**src/lmc_pkg.sv**
```systemverilog
// Constants, field layout and state carriers for the load management controller.
// Assumes one 200 MHz clock; power words arrive already scaled and synchronous.
package lmc_pkg;
    localparam int unsigned CLK_PERIOD_NS = 5;
    localparam int unsigned TICK_NS = 1000000;
    localparam int unsigned TICK_CYCLES = TICK_NS / CLK_PERIOD_NS;
    localparam int unsigned DIV_W = 18;
    localparam int unsigned PULSE_MS = 250;
    localparam logic [7:0] PULSE_TICKS = 8'(PULSE_MS * 1000000 / TICK_NS);
    localparam int unsigned NUM_STEPS = 5;
    localparam logic [1:0] ALARM_NONE = 2'h3;

    // Register indices on the plain register port
    localparam logic [3:0] REG_SHED_HI = 4'h0;
    localparam logic [3:0] REG_SHED_LO = 4'h1;
    localparam logic [3:0] REG_REPEAT = 4'h2;
    localparam logic [3:0] REG_CROSS = 4'h3;
    localparam logic [3:0] REG_M_ADD_LVL = 4'h4;
    localparam logic [3:0] REG_M_SUB_LVL = 4'h5;
    localparam logic [3:0] REG_M_ADD_SD = 4'h6;
    localparam logic [3:0] REG_M_ADD_WD = 4'h7;
    localparam logic [3:0] REG_M_SUB_SD = 4'h8;
    localparam logic [3:0] REG_M_SUB_WD = 4'h9;
    localparam logic [3:0] REG_IN_CFG = 4'ha;
    localparam logic [3:0] REG_ALARM = 4'hb;
    localparam logic [3:0] REG_STATUS = 4'hc;

    // Input configuration bit positions
    localparam int unsigned CFG_RS_DEF = 0;
    localparam int unsigned CFG_RS_NC = 1;
    localparam int unsigned CFG_DAS_DEF = 2;
    localparam int unsigned CFG_DAS_NC = 3;
    localparam int unsigned CFG_FS_DEF = 4;
    localparam int unsigned CFG_FS_NC = 5;

    // Reset values, in power units and milliseconds
    localparam logic [15:0] RST_SHED_HI = 16'hffff;
    localparam logic [15:0] RST_SHED_LO = 16'h0000;
    localparam logic [15:0] RST_DELAY = 16'h03e8;
    localparam logic [15:0] RST_M_ADD_LVL = 16'h0000;
    localparam logic [15:0] RST_M_SUB_LVL = 16'hffff;
    localparam logic [7:0] RST_IN_CFG = 8'h00;
    localparam logic [1:0] RST_ALARM = 2'h0;

    typedef enum logic [1:0] {
        M_IDLE,
        M_ADD,
        M_SUB
    } lmc_mode_e;

    // Raw contact levels as seen at the pins
    typedef struct packed {
        logic remote_start;
        logic disable_start;
        logic force_start;
    } lmc_contacts_s;

    // Whole block state, registered in one place
    typedef struct packed {
        logic [15:0] shed_hi;
        logic [15:0] shed_lo;
        logic [15:0] rep_dly;
        logic [15:0] cross_dly;
        logic [15:0] m_add_lvl;
        logic [15:0] m_sub_lvl;
        logic [15:0] m_add_sd;
        logic [15:0] m_add_wd;
        logic [15:0] m_sub_sd;
        logic [15:0] m_sub_wd;
        logic [7:0] in_cfg;
        logic [1:0] alarm_a;
        logic [DIV_W-1:0] div;
        logic tick;
        logic shed;
        logic add;
        logic sub;
        logic [15:0] since_add;
        logic [15:0] since_sub;
        logic [2:0] steps;
        logic [15:0] qual_add;
        logic [15:0] qual_sub;
        logic [15:0] wait_add;
        logic [15:0] wait_sub;
        lmc_mode_e mode;
        logic [7:0] pcnt;
        logic [2:0] pidx;
        logic [15:0] rdata;
    } lmc_state_s;
endpackage

```
**src/lmc_top.sv**
```systemverilog
// Load shedding, paced single-step add/subtract, five-step load manager and
// remote-start / disable-start contact interpretation.
// Assumes power_i and contacts are synchronous to clk; registers sit on a
// plain port with read data one cycle after the read strobe.
//
// The plain strobed port and the placing of the registers were left to the implementer.
`timescale 1ns/10ps
module lmc_top #(
    parameter int unsigned TICK_CYCLES = lmc_pkg::TICK_CYCLES,
    parameter int unsigned NSTEP = lmc_pkg::NUM_STEPS
) (
    input wire logic clk,
    input wire logic sys_rst,
    input wire logic [3:0] reg_addr,
    input wire logic [15:0] reg_wdata,
    input wire logic reg_wr,
    input wire logic reg_rd,
    output logic [15:0] reg_rdata,
    input wire logic [15:0] power_i,
    input wire logic mains_ok_meas,
    input wire lmc_pkg::lmc_contacts_s contacts_i,
    output logic shed_o,
    output logic dummy_o,
    output logic add_o,
    output logic sub_o,
    output logic [NSTEP-1:0] multi_add_o,
    output logic [NSTEP-1:0] multi_sub_o,
    output logic [NSTEP-1:0] step_on_o,
    output logic mains_ok_o,
    output logic mains_lamp_o,
    output logic force_start_o,
    output logic input_alarm_o
);
    // Elaboration-time limits of the counters
    if (NSTEP < 1 || NSTEP > 7) begin : g_bad_nstep
        $error("NSTEP must be 1 to 7");
    end
    if (TICK_CYCLES < 2 || TICK_CYCLES > (1 << lmc_pkg::DIV_W)) begin : g_bad_tick
        $error("TICK_CYCLES out of range of the divider");
    end

    localparam logic [lmc_pkg::DIV_W-1:0] DIV_LAST = lmc_pkg::DIV_W'(TICK_CYCLES - 1);
    localparam logic [2:0] STEP_MAX = 3'(NSTEP);

    lmc_pkg::lmc_state_s st_q;
    lmc_pkg::lmc_state_s st_d;
    logic rs_act;
    logic das_act;
    logic fs_act;
    logic rs_def;
    logic below_lo;
    logic above_hi;
    logic below_madd;
    logic above_msub;

    // Saturating millisecond counter step, shared by every delay timer
    function automatic logic [15:0] sat_inc(input logic [15:0] v, input logic t);
        sat_inc = (t && v != 16'hffff) ? v + 16'h0001 : v;
    endfunction

    // Contact polarity: NC contacts read inverted before use
    function automatic logic contact_active(input logic raw, input logic nc, input logic def);
        contact_active = def & (raw ^ nc);
    endfunction

    // One-hot step select for the pulse outputs
    function automatic logic [NSTEP-1:0] step_sel(input logic [2:0] idx);
        step_sel = '0;
        for (int i = 0; i < NSTEP; i++) begin
            if (idx == 3'(i)) begin
                step_sel[i] = 1'b1;
            end
        end
    endfunction

    // Contact interpretation
    assign rs_def = st_q.in_cfg[lmc_pkg::CFG_RS_DEF];
    assign rs_act = contact_active(contacts_i.remote_start, st_q.in_cfg[lmc_pkg::CFG_RS_NC],
        rs_def);
    assign das_act = contact_active(contacts_i.disable_start,
        st_q.in_cfg[lmc_pkg::CFG_DAS_NC], st_q.in_cfg[lmc_pkg::CFG_DAS_DEF]);
    assign fs_act = contact_active(contacts_i.force_start, st_q.in_cfg[lmc_pkg::CFG_FS_NC],
        st_q.in_cfg[lmc_pkg::CFG_FS_DEF]);

    // Threshold comparisons against the configured levels
    assign below_lo = power_i < st_q.shed_lo;
    assign above_hi = power_i > st_q.shed_hi;
    assign below_madd = power_i < st_q.m_add_lvl;
    assign above_msub = power_i > st_q.m_sub_lvl;

    // Next-state logic for the whole block
    always_comb begin
        st_d = st_q;
        st_d.tick = 1'b0;

        // Common 1 ms time base
        if (st_q.div == DIV_LAST) begin
            st_d.div = '0;
            st_d.tick = 1'b1;
        end else begin
            st_d.div = st_q.div + 1'b1;
        end

        // Register writes
        if (reg_wr) begin
            case (reg_addr)
                lmc_pkg::REG_SHED_HI: st_d.shed_hi = reg_wdata;
                lmc_pkg::REG_SHED_LO: st_d.shed_lo = reg_wdata;
                lmc_pkg::REG_REPEAT: st_d.rep_dly = reg_wdata;
                lmc_pkg::REG_CROSS: st_d.cross_dly = reg_wdata;
                lmc_pkg::REG_M_ADD_LVL: st_d.m_add_lvl = reg_wdata;
                lmc_pkg::REG_M_SUB_LVL: st_d.m_sub_lvl = reg_wdata;
                lmc_pkg::REG_M_ADD_SD: st_d.m_add_sd = reg_wdata;
                lmc_pkg::REG_M_ADD_WD: st_d.m_add_wd = reg_wdata;
                lmc_pkg::REG_M_SUB_SD: st_d.m_sub_sd = reg_wdata;
                lmc_pkg::REG_M_SUB_WD: st_d.m_sub_wd = reg_wdata;
                lmc_pkg::REG_IN_CFG: st_d.in_cfg = reg_wdata[7:0];
                lmc_pkg::REG_ALARM: st_d.alarm_a = reg_wdata[1:0];
                default: ;
            endcase
        end
        // Remote-start input is pinned to the no-alarm input_alarm_a
        if (st_d.in_cfg[lmc_pkg::CFG_RS_DEF]) begin
            st_d.alarm_a = lmc_pkg::ALARM_NONE;
        end

        // Register reads, answered one cycle later; unmapped reads give zero
        if (reg_rd) begin
            case (reg_addr)
                lmc_pkg::REG_SHED_HI: st_d.rdata = st_q.shed_hi;
                lmc_pkg::REG_SHED_LO: st_d.rdata = st_q.shed_lo;
                lmc_pkg::REG_REPEAT: st_d.rdata = st_q.rep_dly;
                lmc_pkg::REG_CROSS: st_d.rdata = st_q.cross_dly;
                lmc_pkg::REG_M_ADD_LVL: st_d.rdata = st_q.m_add_lvl;
                lmc_pkg::REG_M_SUB_LVL: st_d.rdata = st_q.m_sub_lvl;
                lmc_pkg::REG_M_ADD_SD: st_d.rdata = st_q.m_add_sd;
                lmc_pkg::REG_M_ADD_WD: st_d.rdata = st_q.m_add_wd;
                lmc_pkg::REG_M_SUB_SD: st_d.rdata = st_q.m_sub_sd;
                lmc_pkg::REG_M_SUB_WD: st_d.rdata = st_q.m_sub_wd;
                lmc_pkg::REG_IN_CFG: st_d.rdata = {8'h00, st_q.in_cfg};
                lmc_pkg::REG_ALARM: st_d.rdata = {14'h0000, st_q.alarm_a};
                lmc_pkg::REG_STATUS: st_d.rdata = {7'h00, st_q.mode != lmc_pkg::M_IDLE,
                    st_q.steps, mains_lamp_o, mains_ok_o, st_q.sub, st_q.add, st_q.shed};
                default: st_d.rdata = 16'h0000;
            endcase
        end else begin
            st_d.rdata = 16'h0000;
        end

        // Shed hysteresis; no enable bit exists, it always runs
        if (above_hi) begin
            st_d.shed = 1'b1;
        end else if (below_lo) begin
            st_d.shed = 1'b0;
        end

        // Gap counters run while the output is idle, so they time from pulse end
        st_d.since_add = st_q.add ? 16'h0000 : sat_inc(st_q.since_add, st_q.tick);
        st_d.since_sub = st_q.sub ? 16'h0000 : sat_inc(st_q.since_sub, st_q.tick);

        // Step add: held off by repeat and crossover gaps, then rechecked
        if (st_q.add) begin
            st_d.add = below_lo;
        end else if (below_lo && !st_q.sub && st_q.since_add >= st_q.rep_dly &&
                     st_q.since_sub >= st_q.cross_dly) begin
            st_d.add = 1'b1;
        end

        // Step subtract, mirror of the add path
        if (st_q.sub) begin
            st_d.sub = above_hi;
        end else if (above_hi && !st_q.add && st_q.since_sub >= st_q.rep_dly &&
                     st_q.since_add >= st_q.cross_dly) begin
            st_d.sub = 1'b1;
        end

        // Qualifying timers restart as soon as their condition drops
        st_d.qual_add = below_madd ? sat_inc(st_q.qual_add, st_q.tick) : 16'h0000;
        st_d.qual_sub = above_msub ? sat_inc(st_q.qual_sub, st_q.tick) : 16'h0000;
        st_d.wait_add = sat_inc(st_q.wait_add, st_q.tick);
        st_d.wait_sub = sat_inc(st_q.wait_sub, st_q.tick);

        // Five-step manager: one pulse at a time
        case (st_q.mode)
            lmc_pkg::M_IDLE: begin
                if (st_q.qual_add >= st_q.m_add_sd && st_q.wait_add >= st_q.m_add_wd &&
                    st_q.steps < STEP_MAX) begin
                    // Connect the next step upward
                    st_d.mode = lmc_pkg::M_ADD;
                    st_d.pidx = st_q.steps;
                    st_d.steps = st_q.steps + 3'h1;
                    st_d.qual_add = 16'h0000;
                    st_d.wait_add = 16'h0000;
                    st_d.pcnt = 8'h00;
                end else if (st_q.qual_sub >= st_q.m_sub_sd && st_q.wait_sub >= st_q.m_sub_wd &&
                             st_q.steps != 3'h0) begin
                    // Remove the highest connected step
                    st_d.mode = lmc_pkg::M_SUB;
                    st_d.pidx = st_q.steps - 3'h1;
                    st_d.steps = st_q.steps - 3'h1;
                    st_d.qual_sub = 16'h0000;
                    st_d.wait_sub = 16'h0000;
                    st_d.pcnt = 8'h00;
                end
            end
            lmc_pkg::M_ADD, lmc_pkg::M_SUB: begin
                // Fixed-width pulse counted in ticks
                if (st_q.tick) begin
                    if (st_q.pcnt == lmc_pkg::PULSE_TICKS - 8'h01) begin
                        st_d.mode = lmc_pkg::M_IDLE;
                        st_d.pcnt = 8'h00;
                    end else begin
                        st_d.pcnt = st_q.pcnt + 8'h01;
                    end
                end
            end
            default: st_d.mode = lmc_pkg::M_IDLE;
        endcase
    end

    // State register with synchronous reset
    always_ff @(posedge clk) begin
        if (sys_rst) begin
            st_q <= '0;
            st_q.shed_hi <= lmc_pkg::RST_SHED_HI;
            st_q.shed_lo <= lmc_pkg::RST_SHED_LO;
            st_q.rep_dly <= lmc_pkg::RST_DELAY;
            st_q.cross_dly <= lmc_pkg::RST_DELAY;
            st_q.m_add_lvl <= lmc_pkg::RST_M_ADD_LVL;
            st_q.m_sub_lvl <= lmc_pkg::RST_M_SUB_LVL;
            st_q.m_add_sd <= lmc_pkg::RST_DELAY;
            st_q.m_add_wd <= lmc_pkg::RST_DELAY;
            st_q.m_sub_sd <= lmc_pkg::RST_DELAY;
            st_q.m_sub_wd <= lmc_pkg::RST_DELAY;
            st_q.in_cfg <= lmc_pkg::RST_IN_CFG;
            st_q.alarm_a <= lmc_pkg::RST_ALARM;
            st_q.mode <= lmc_pkg::M_IDLE;
        end else begin
            st_q <= st_d;
        end
    end

    // Output drive
    assign reg_rdata = st_q.rdata;
    assign shed_o = st_q.shed;
    assign dummy_o = ~st_q.shed;
    assign add_o = st_q.add;
    assign sub_o = st_q.sub;
    assign multi_add_o = (st_q.mode == lmc_pkg::M_ADD) ? step_sel(st_q.pidx) : '0;
    assign multi_sub_o = (st_q.mode == lmc_pkg::M_SUB) ? step_sel(st_q.pidx) : '0;

    // Step outputs with an index below the count are connected
    genvar gi;
    generate
        for (gi = 0; gi < NSTEP; gi++) begin : g_step
            assign step_on_o[gi] = st_q.steps > 3'(gi);
        end
    endgenerate

    // Mains interpretation: remote start wins over everything
    // A running engine is not stopped here; the sequencer sees healthy mains and
    // runs its usual mains-wait and cooldown, then real status returns
    always_comb begin
        if (rs_def) begin
            mains_ok_o = ~rs_act;
            mains_lamp_o = ~rs_act;
        end else if (das_act) begin
            mains_ok_o = 1'b1;
            mains_lamp_o = 1'b1;
        end else begin
            mains_ok_o = mains_ok_meas;
            mains_lamp_o = mains_ok_meas;
        end
    end
    assign force_start_o = fs_act & ~rs_act;
    // Alarm from the remote-start input only while its input_alarm_a is not 3
    assign input_alarm_o = rs_act & (st_q.alarm_a != lmc_pkg::ALARM_NONE);
endmodule

```
**config.mk**
```make
export PLATFORM = sky130hd
export DESIGN_NAME = lmc_top
export DESIGN_NICKNAME = d
export VERILOG_FILES = /design/src/lmc_pkg.sv /design/src/lmc_top.sv
export SDC_FILE = /design/constraint.sdc
export NUM_CORES = 1
export LEC_CHECK = 0
export ABC_AREA = 0
export BUFFER_PORTS_ARGS = -buffer_cell sky130_fd_sc_hd__buf_4
export CELL_PAD_IN_SITES_DETAIL_PLACEMENT = 1
export CELL_PAD_IN_SITES_GLOBAL_PLACEMENT = 1
export CORE_UTILIZATION = 47
export CTS_CLUSTER_DIAMETER = 40
export DETAILED_ROUTE_END_ITERATION = 6
export HOLD_SLACK_MARGIN = 0.1
export PLACE_DENSITY_LB_ADDON = 0.1
export REMOVE_ABC_BUFFERS = 1
export SYNTH_ARGS = -nofsm -noshare
export SYNTH_HDL_FRONTEND = slang
export SYNTH_SLANG_ARGS = --single-unit
```
**constraint.sdc**
```tcl
create_clock -name clk -period 3.5 [get_ports clk]
set_input_delay 0.7 -clock clk [delete_from_list [all_inputs] [get_ports clk]]
set_output_delay 0.7 -clock clk [all_outputs]
set_load 0.02 [all_outputs]
```
# == Yosys cells after proc, flatten, opt, wreduce, memory -nomap -nowiden ==
# Cells that the tools add are included.
# op_classes
n_eq_ne,30
n_reduce_logical,48
bitwise_logic,11
magnitude_cmp,18
n_addsub,10
mux,42
# ops
cell,count
one-hot mux 16 bit (13 select lines),1
two-way mux 16 bit,11
>= comparator 16 bit,8
adder 16 x 1 -> 16 bit (second input constant),6
!= test 16 bit (second input constant),6
two-way mux 64 bit,1
greater-than comparator 16 bit,2
< comparator 16 bit,2
two-way mux 29 bit,1
AND reduction 2 bit,13
equality test 4 bit (second input constant),5
adder 18 x 1 -> 18 bit (second input constant),1
equality test 18 bit (second input constant),1
equality test 4 x 3 -> 1 bit (second input constant),4
logical AND 1 bit,16
one-hot mux 8 bit (2 select lines),1
two-way mux 1 bit,15
two-way mux 13 bit,1
nonzero test 2 bit,6
two-way mux 10 bit,1
two-way mux 5 bit,2
OR reduction 2 bit,5
two-way mux 3 bit,3
adder 8 x 1 -> 8 bit (second input constant),1
28 further kinds,46
# word_totals
word_cells,188
inputBits,44
out_inout_bits,39
register_bits,320

# == Logic depth before layout (Yosys ltp) ==
# depth
ltp_word,7
ltp_mapped,12
depth_no_buf,10

# == Worst setup path before layout ==
# No wires, ideal clock.
# synth_path
path_type,input -> register
startpoint,input port power_i[9]
endpoint,register st_q[83] (netlist name)
stages,11
path_buffers,2
required_time_ns,3.436
t_arrival_ns,2.556
setup_slack_ns,0.880
setup_time_ns,0.064
cell_sequence,ha_1 > a21o_1 > a21o_1 > a21oi_1 > nor2_1 > a2111oi_0 > a21oi_1 > or3_1 > buf_2 > buf_6 > nor2_1
# synth_via
elab_chain_cells,4
# synth_rtl
item,line,rtl
start: declaration,lmc_top.sv:19,"input wire logic [15:0] power_i,"
< comparator 16 bit (*),lmc_top.sv:88,assign below_madd = power_i < st_q.m_add_lvl;
two-way mux 16 bit (*),lmc_top.sv:178,"st_d.qual_add = below_madd ? sat_inc(st_q.qual_add, st_q.tick) : 16'h0000;"
two-way mux 16 bit,lmc_top.sv:186,if (st_q.qual_add >= st_q.m_add_sd && st_q.wait_add >= st_q.m_add_wd &&
two-way mux 64 bit (*),lmc_top.sv:184,case (st_q.mode)
end signal: assignment,lmc_top.sv:239,st_q <= st_d;
end: declaration,lmc_top.sv:45,lmc_pkg::lmc_state_s st_q;
# Every way passes the cells marked *; elsewhere a longest branch is shown, timed or not.
# A chain may end at the register's enable or synchronous reset.

# == Worst setup path in the final report ==
# layout_path
startpoint,register st_q[77] (netlist name)
endpoint,register st_q[85] (netlist name)
# layout_via
elab_chain_cells,6
word_cells_on_any_way,10
classes_between,add/sub: 1; order compare: 1; eq/ne: 1; mux: 4; reduce/logical: 3
# layout_rtl
item,line
branches (longest 5 deep; another with adder 16 x 1 -> 16 bit),-
two-way mux 64 bit (*),lmc_top.sv:184
# Mark *: on every way between the ends.

==> flow_metrics.env <==
export IMPL_status="finished, final reports clean"
export IMPL_critPathMaxFanout=17
export IMPL_ctsHoldBuffers=0
export IMPL_clockBufferDepth=3
export IMPL_portBuffers=82
export IMPL_path_class="flop to flop"
export IMPL_worstPathArrival_ns=3.55
export IMPL_drt_iter0_drc=1255
export IMPL_h_tree_depth=2
export IMPL_synth_top_cell_area_share_pct=35.2
export IMPL_critPathRequiredTime_ns=3.96
export IMPL_synth_distinct_cells=64
export IMPL_ys_seq_elements=320
export IMPL_totalWireLength_um=65800
export IMPL_finalCoreUtilization_pct=56.4
export IMPL_diodes=0
export IMPL_hold_viol=0
export IMPL_end_kind="flop"
export IMPL_p_per_area_nw_per_um2=484
export IMPL_synth_cells=2254
export IMPL_critPathLaunchType="flop"
export IMPL_firstDrtPassIters=5
export IMPL_ant_nets=0
export IMPL_wl_per_cell_um=22.9
export IMPL_slew_headroom_pct=33.1
export IMPL_area_delta_synth_final_pct=17.5
export IMPL_start_util_pct=48.0
export IMPL_power_w=0.0103
export IMPL_drive_above_1_share_pct=10.6
export IMPL_die_area_um2=39500
export IMPL_clk_latency_ns=0.61
export IMPL_via_per_inst=5.95
export IMPL_p_leak_nw=8.99
export IMPL_hold_class="input pin to flop"
export IMPL_yosysWarningCount=0
export IMPL_peakVddDrop_mv=0.455
export IMPL_ios=83
export IMPL_grt_pass1_wl_um=101000
export IMPL_clkSinkCount=320
export IMPL_gp_congestion=0.925
export IMPL_yosys_top_cells_area="dfxtp_1 35%, ha_1 14%, nand2_1 7.5%"
export IMPL_final_min_clock_period_ns=3.08
export IMPL_ys_seq_area_share_pct=35.2
export IMPL_cts_buffers=59
export IMPL_cts_root_buf="clkbuf_16"
export IMPL_hpwl_um=47200
export IMPL_cts_tree="built"
export IMPL_postCtsSetupRepairBufs=0
export IMPL_finClkSkew_ns=0.0251
export IMPL_cts_resized=0
export IMPL_finalSetupViolCount=0
export IMPL_die_w_um=199
export IMPL_synth_top_flop_cell="dfxtp_1"
export IMPL_synth_edff_count=0
export IMPL_fmax_mhz=324
export IMPL_grt_ovfl_total=0
export IMPL_post_route_period_util_pct=88.1
export IMPL_grt_start_max_net_pins=112
export IMPL_maxCapViolCount=0
export IMPL_grt_pass1_vias=17671
export IMPL_die_height_um=199
export IMPL_antenna_found_initial=3
export IMPL_final_setup_tns_ns=0
export IMPL_yosys_area_top_type="dfxtp_1"
export IMPL_grtUsageTotal_pct=33.7
export IMPL_route_vias_total=17117
export IMPL_synthArstFlopShare_pct=0
export IMPL_nets=2567
export IMPL_syn_area_um2=18200
export IMPL_synth_avg_cell_area_um2=8.06
export IMPL_fp_row_count=71
export IMPL_drcViolationCount=0
export IMPL_worstMarginPinSlew_ns=1.00
export IMPL_clk_pin_slew_ns=0.06
export IMPL_slew_viol_final=0
export IMPL_rsz0062_at_grt="false"
export IMPL_core_um2=37800
==> power breakdown <==
part | leakage (nW) | internal [W] | switching (W) | total, W
clock | 1.02 | 0.00398 | 0.00207 | 0.00606
sequential | 2.59 | 0.00369 | 0.0000340 | 0.00372
combinational | 5.39 | 0.000177 | 0.000371 | 0.000548
total | 8.99 | 0.00785 | 0.00248 | 0.0103
==> metal layers <==
layer / GRT usage (%) / share of wire [%]
met2: 53.4 / 45
met1: 45.3 / 45
met4: 14.2 / 3.6
met3: 5.31 / 6.7
met5: 0 / 0.032
==> critical path, cell delays in order, from the launching register on <==
cell and delay, ns:
dfxtp_1 0.45, inv_1 0.07, ha_1 0.28, o21ai_0 0.10, a221o_1 0.31, a311oi_1 0.41
o311a_4 0.36, a21o_4 0.29, or3_1 0.53, nor2_1 0.12
==> path summary, 6_finish.rpt <==
path         startpoint         to  slack, ns  cells after the start
min reg2reg   st_q[132]  st_q[132]       0.46                      1
max            st_q[77]   st_q[85]       0.42                      9
min             sys_rst   st_q[19]       0.42                      2
max reg2reg    st_q[77]   st_q[85]       0.42                      9
==> stage by stage <==
stage	cells	instance area (µm²)	hold slack [ns]	setup slack [ns]
detailed placement	2766	19200	0.447	0.228
finish	2876	21400	0.418	0.416
global placement	2766	19200	0.444	0.324
global route	2876	21400	0.421	0.0506
CTS	2876	21400	0.394	0.409
floorplan	2131	17600	0.430	-0.968
==> kinds of logic after synthesis <==
kind of cell             Yosys count  synth area share (%)
flip-flops                       320                  35.2
AO/OA/AOI/OAI                    480                  17.4
buffers and inverters            306                  6.80
XOR/XNOR                         101                  4.87
multiplexers                      11                 0.620
AND/OR/NAND/NOR                  829                  20.8
adder cells (fa/ha/maj)          207                  14.3
==> layout by cell type, fill, tap and decap left out, drive strengths merged, types with 28 or more instances in the layout <==
master,netlist,routed
and3,30,30
xnor2,28,28
o21ai,60,60
buf,31,124
a21oi,170,170
ha,207,207
a22o,31,31
xor2,73,73
o211ai,60,60
nor2,173,173
inv,183,186
nand3,89,89
nand4,51,51
nand2,365,365
a21o,37,37
a221oi,35,35
clkbuf,92,71
dfxtp,320,320
==> cells in the mapped netlist (7+ instances only) <==
cell type  number
nand2_1       365
dfxtp_1       320
ha_1          207
inv_1         183
nor2_1        173
a21oi_1       170
clkbuf_1       92
nand3_1        89
xor2_1         73
o211ai_1       60
o21ai_0        59
nand4_1        51
a21o_1         36
a221oi_1       35
a22o_1         31
and3_1         30
xnor2_1        28
a22oi_1        21
a31oi_1        21
nor3_1         20
buf_4          18
nand2b_1       14
or3_1          14
and2_1         13
and4_1         13
nor2b_1        11
buf_2          10
mux2i_1         9
a211oi_1        8
and2_0          7
nor4_1          7
or4_1           7
==> area by class of cell <==
| cell class | count | area, µm² |
|---|---|---|
| fillers | 4559 | 16500 |
| repair buffers | 124 | 956 |
| inverters | 183 | 687 |
| well taps | 511 | 639 |
| clock buffers | 71 | 1630 |
| multi-input cells | 1628 | 10600 |
| flip-flops and latches | 320 | 6410 |
| clock inverters | 39 | 480 |
==> registers in the layout (all words and copies together) (netlist names) <==
| name | cells |
|---|---|
| rs_def | 1 |
| reg_rdata | 16 |
| st_q | 300 |
| sub_o | 1 |
| shed_o | 1 |
| add_o | 1 |
No activity file was read; power rests on OpenSTA's default activity.
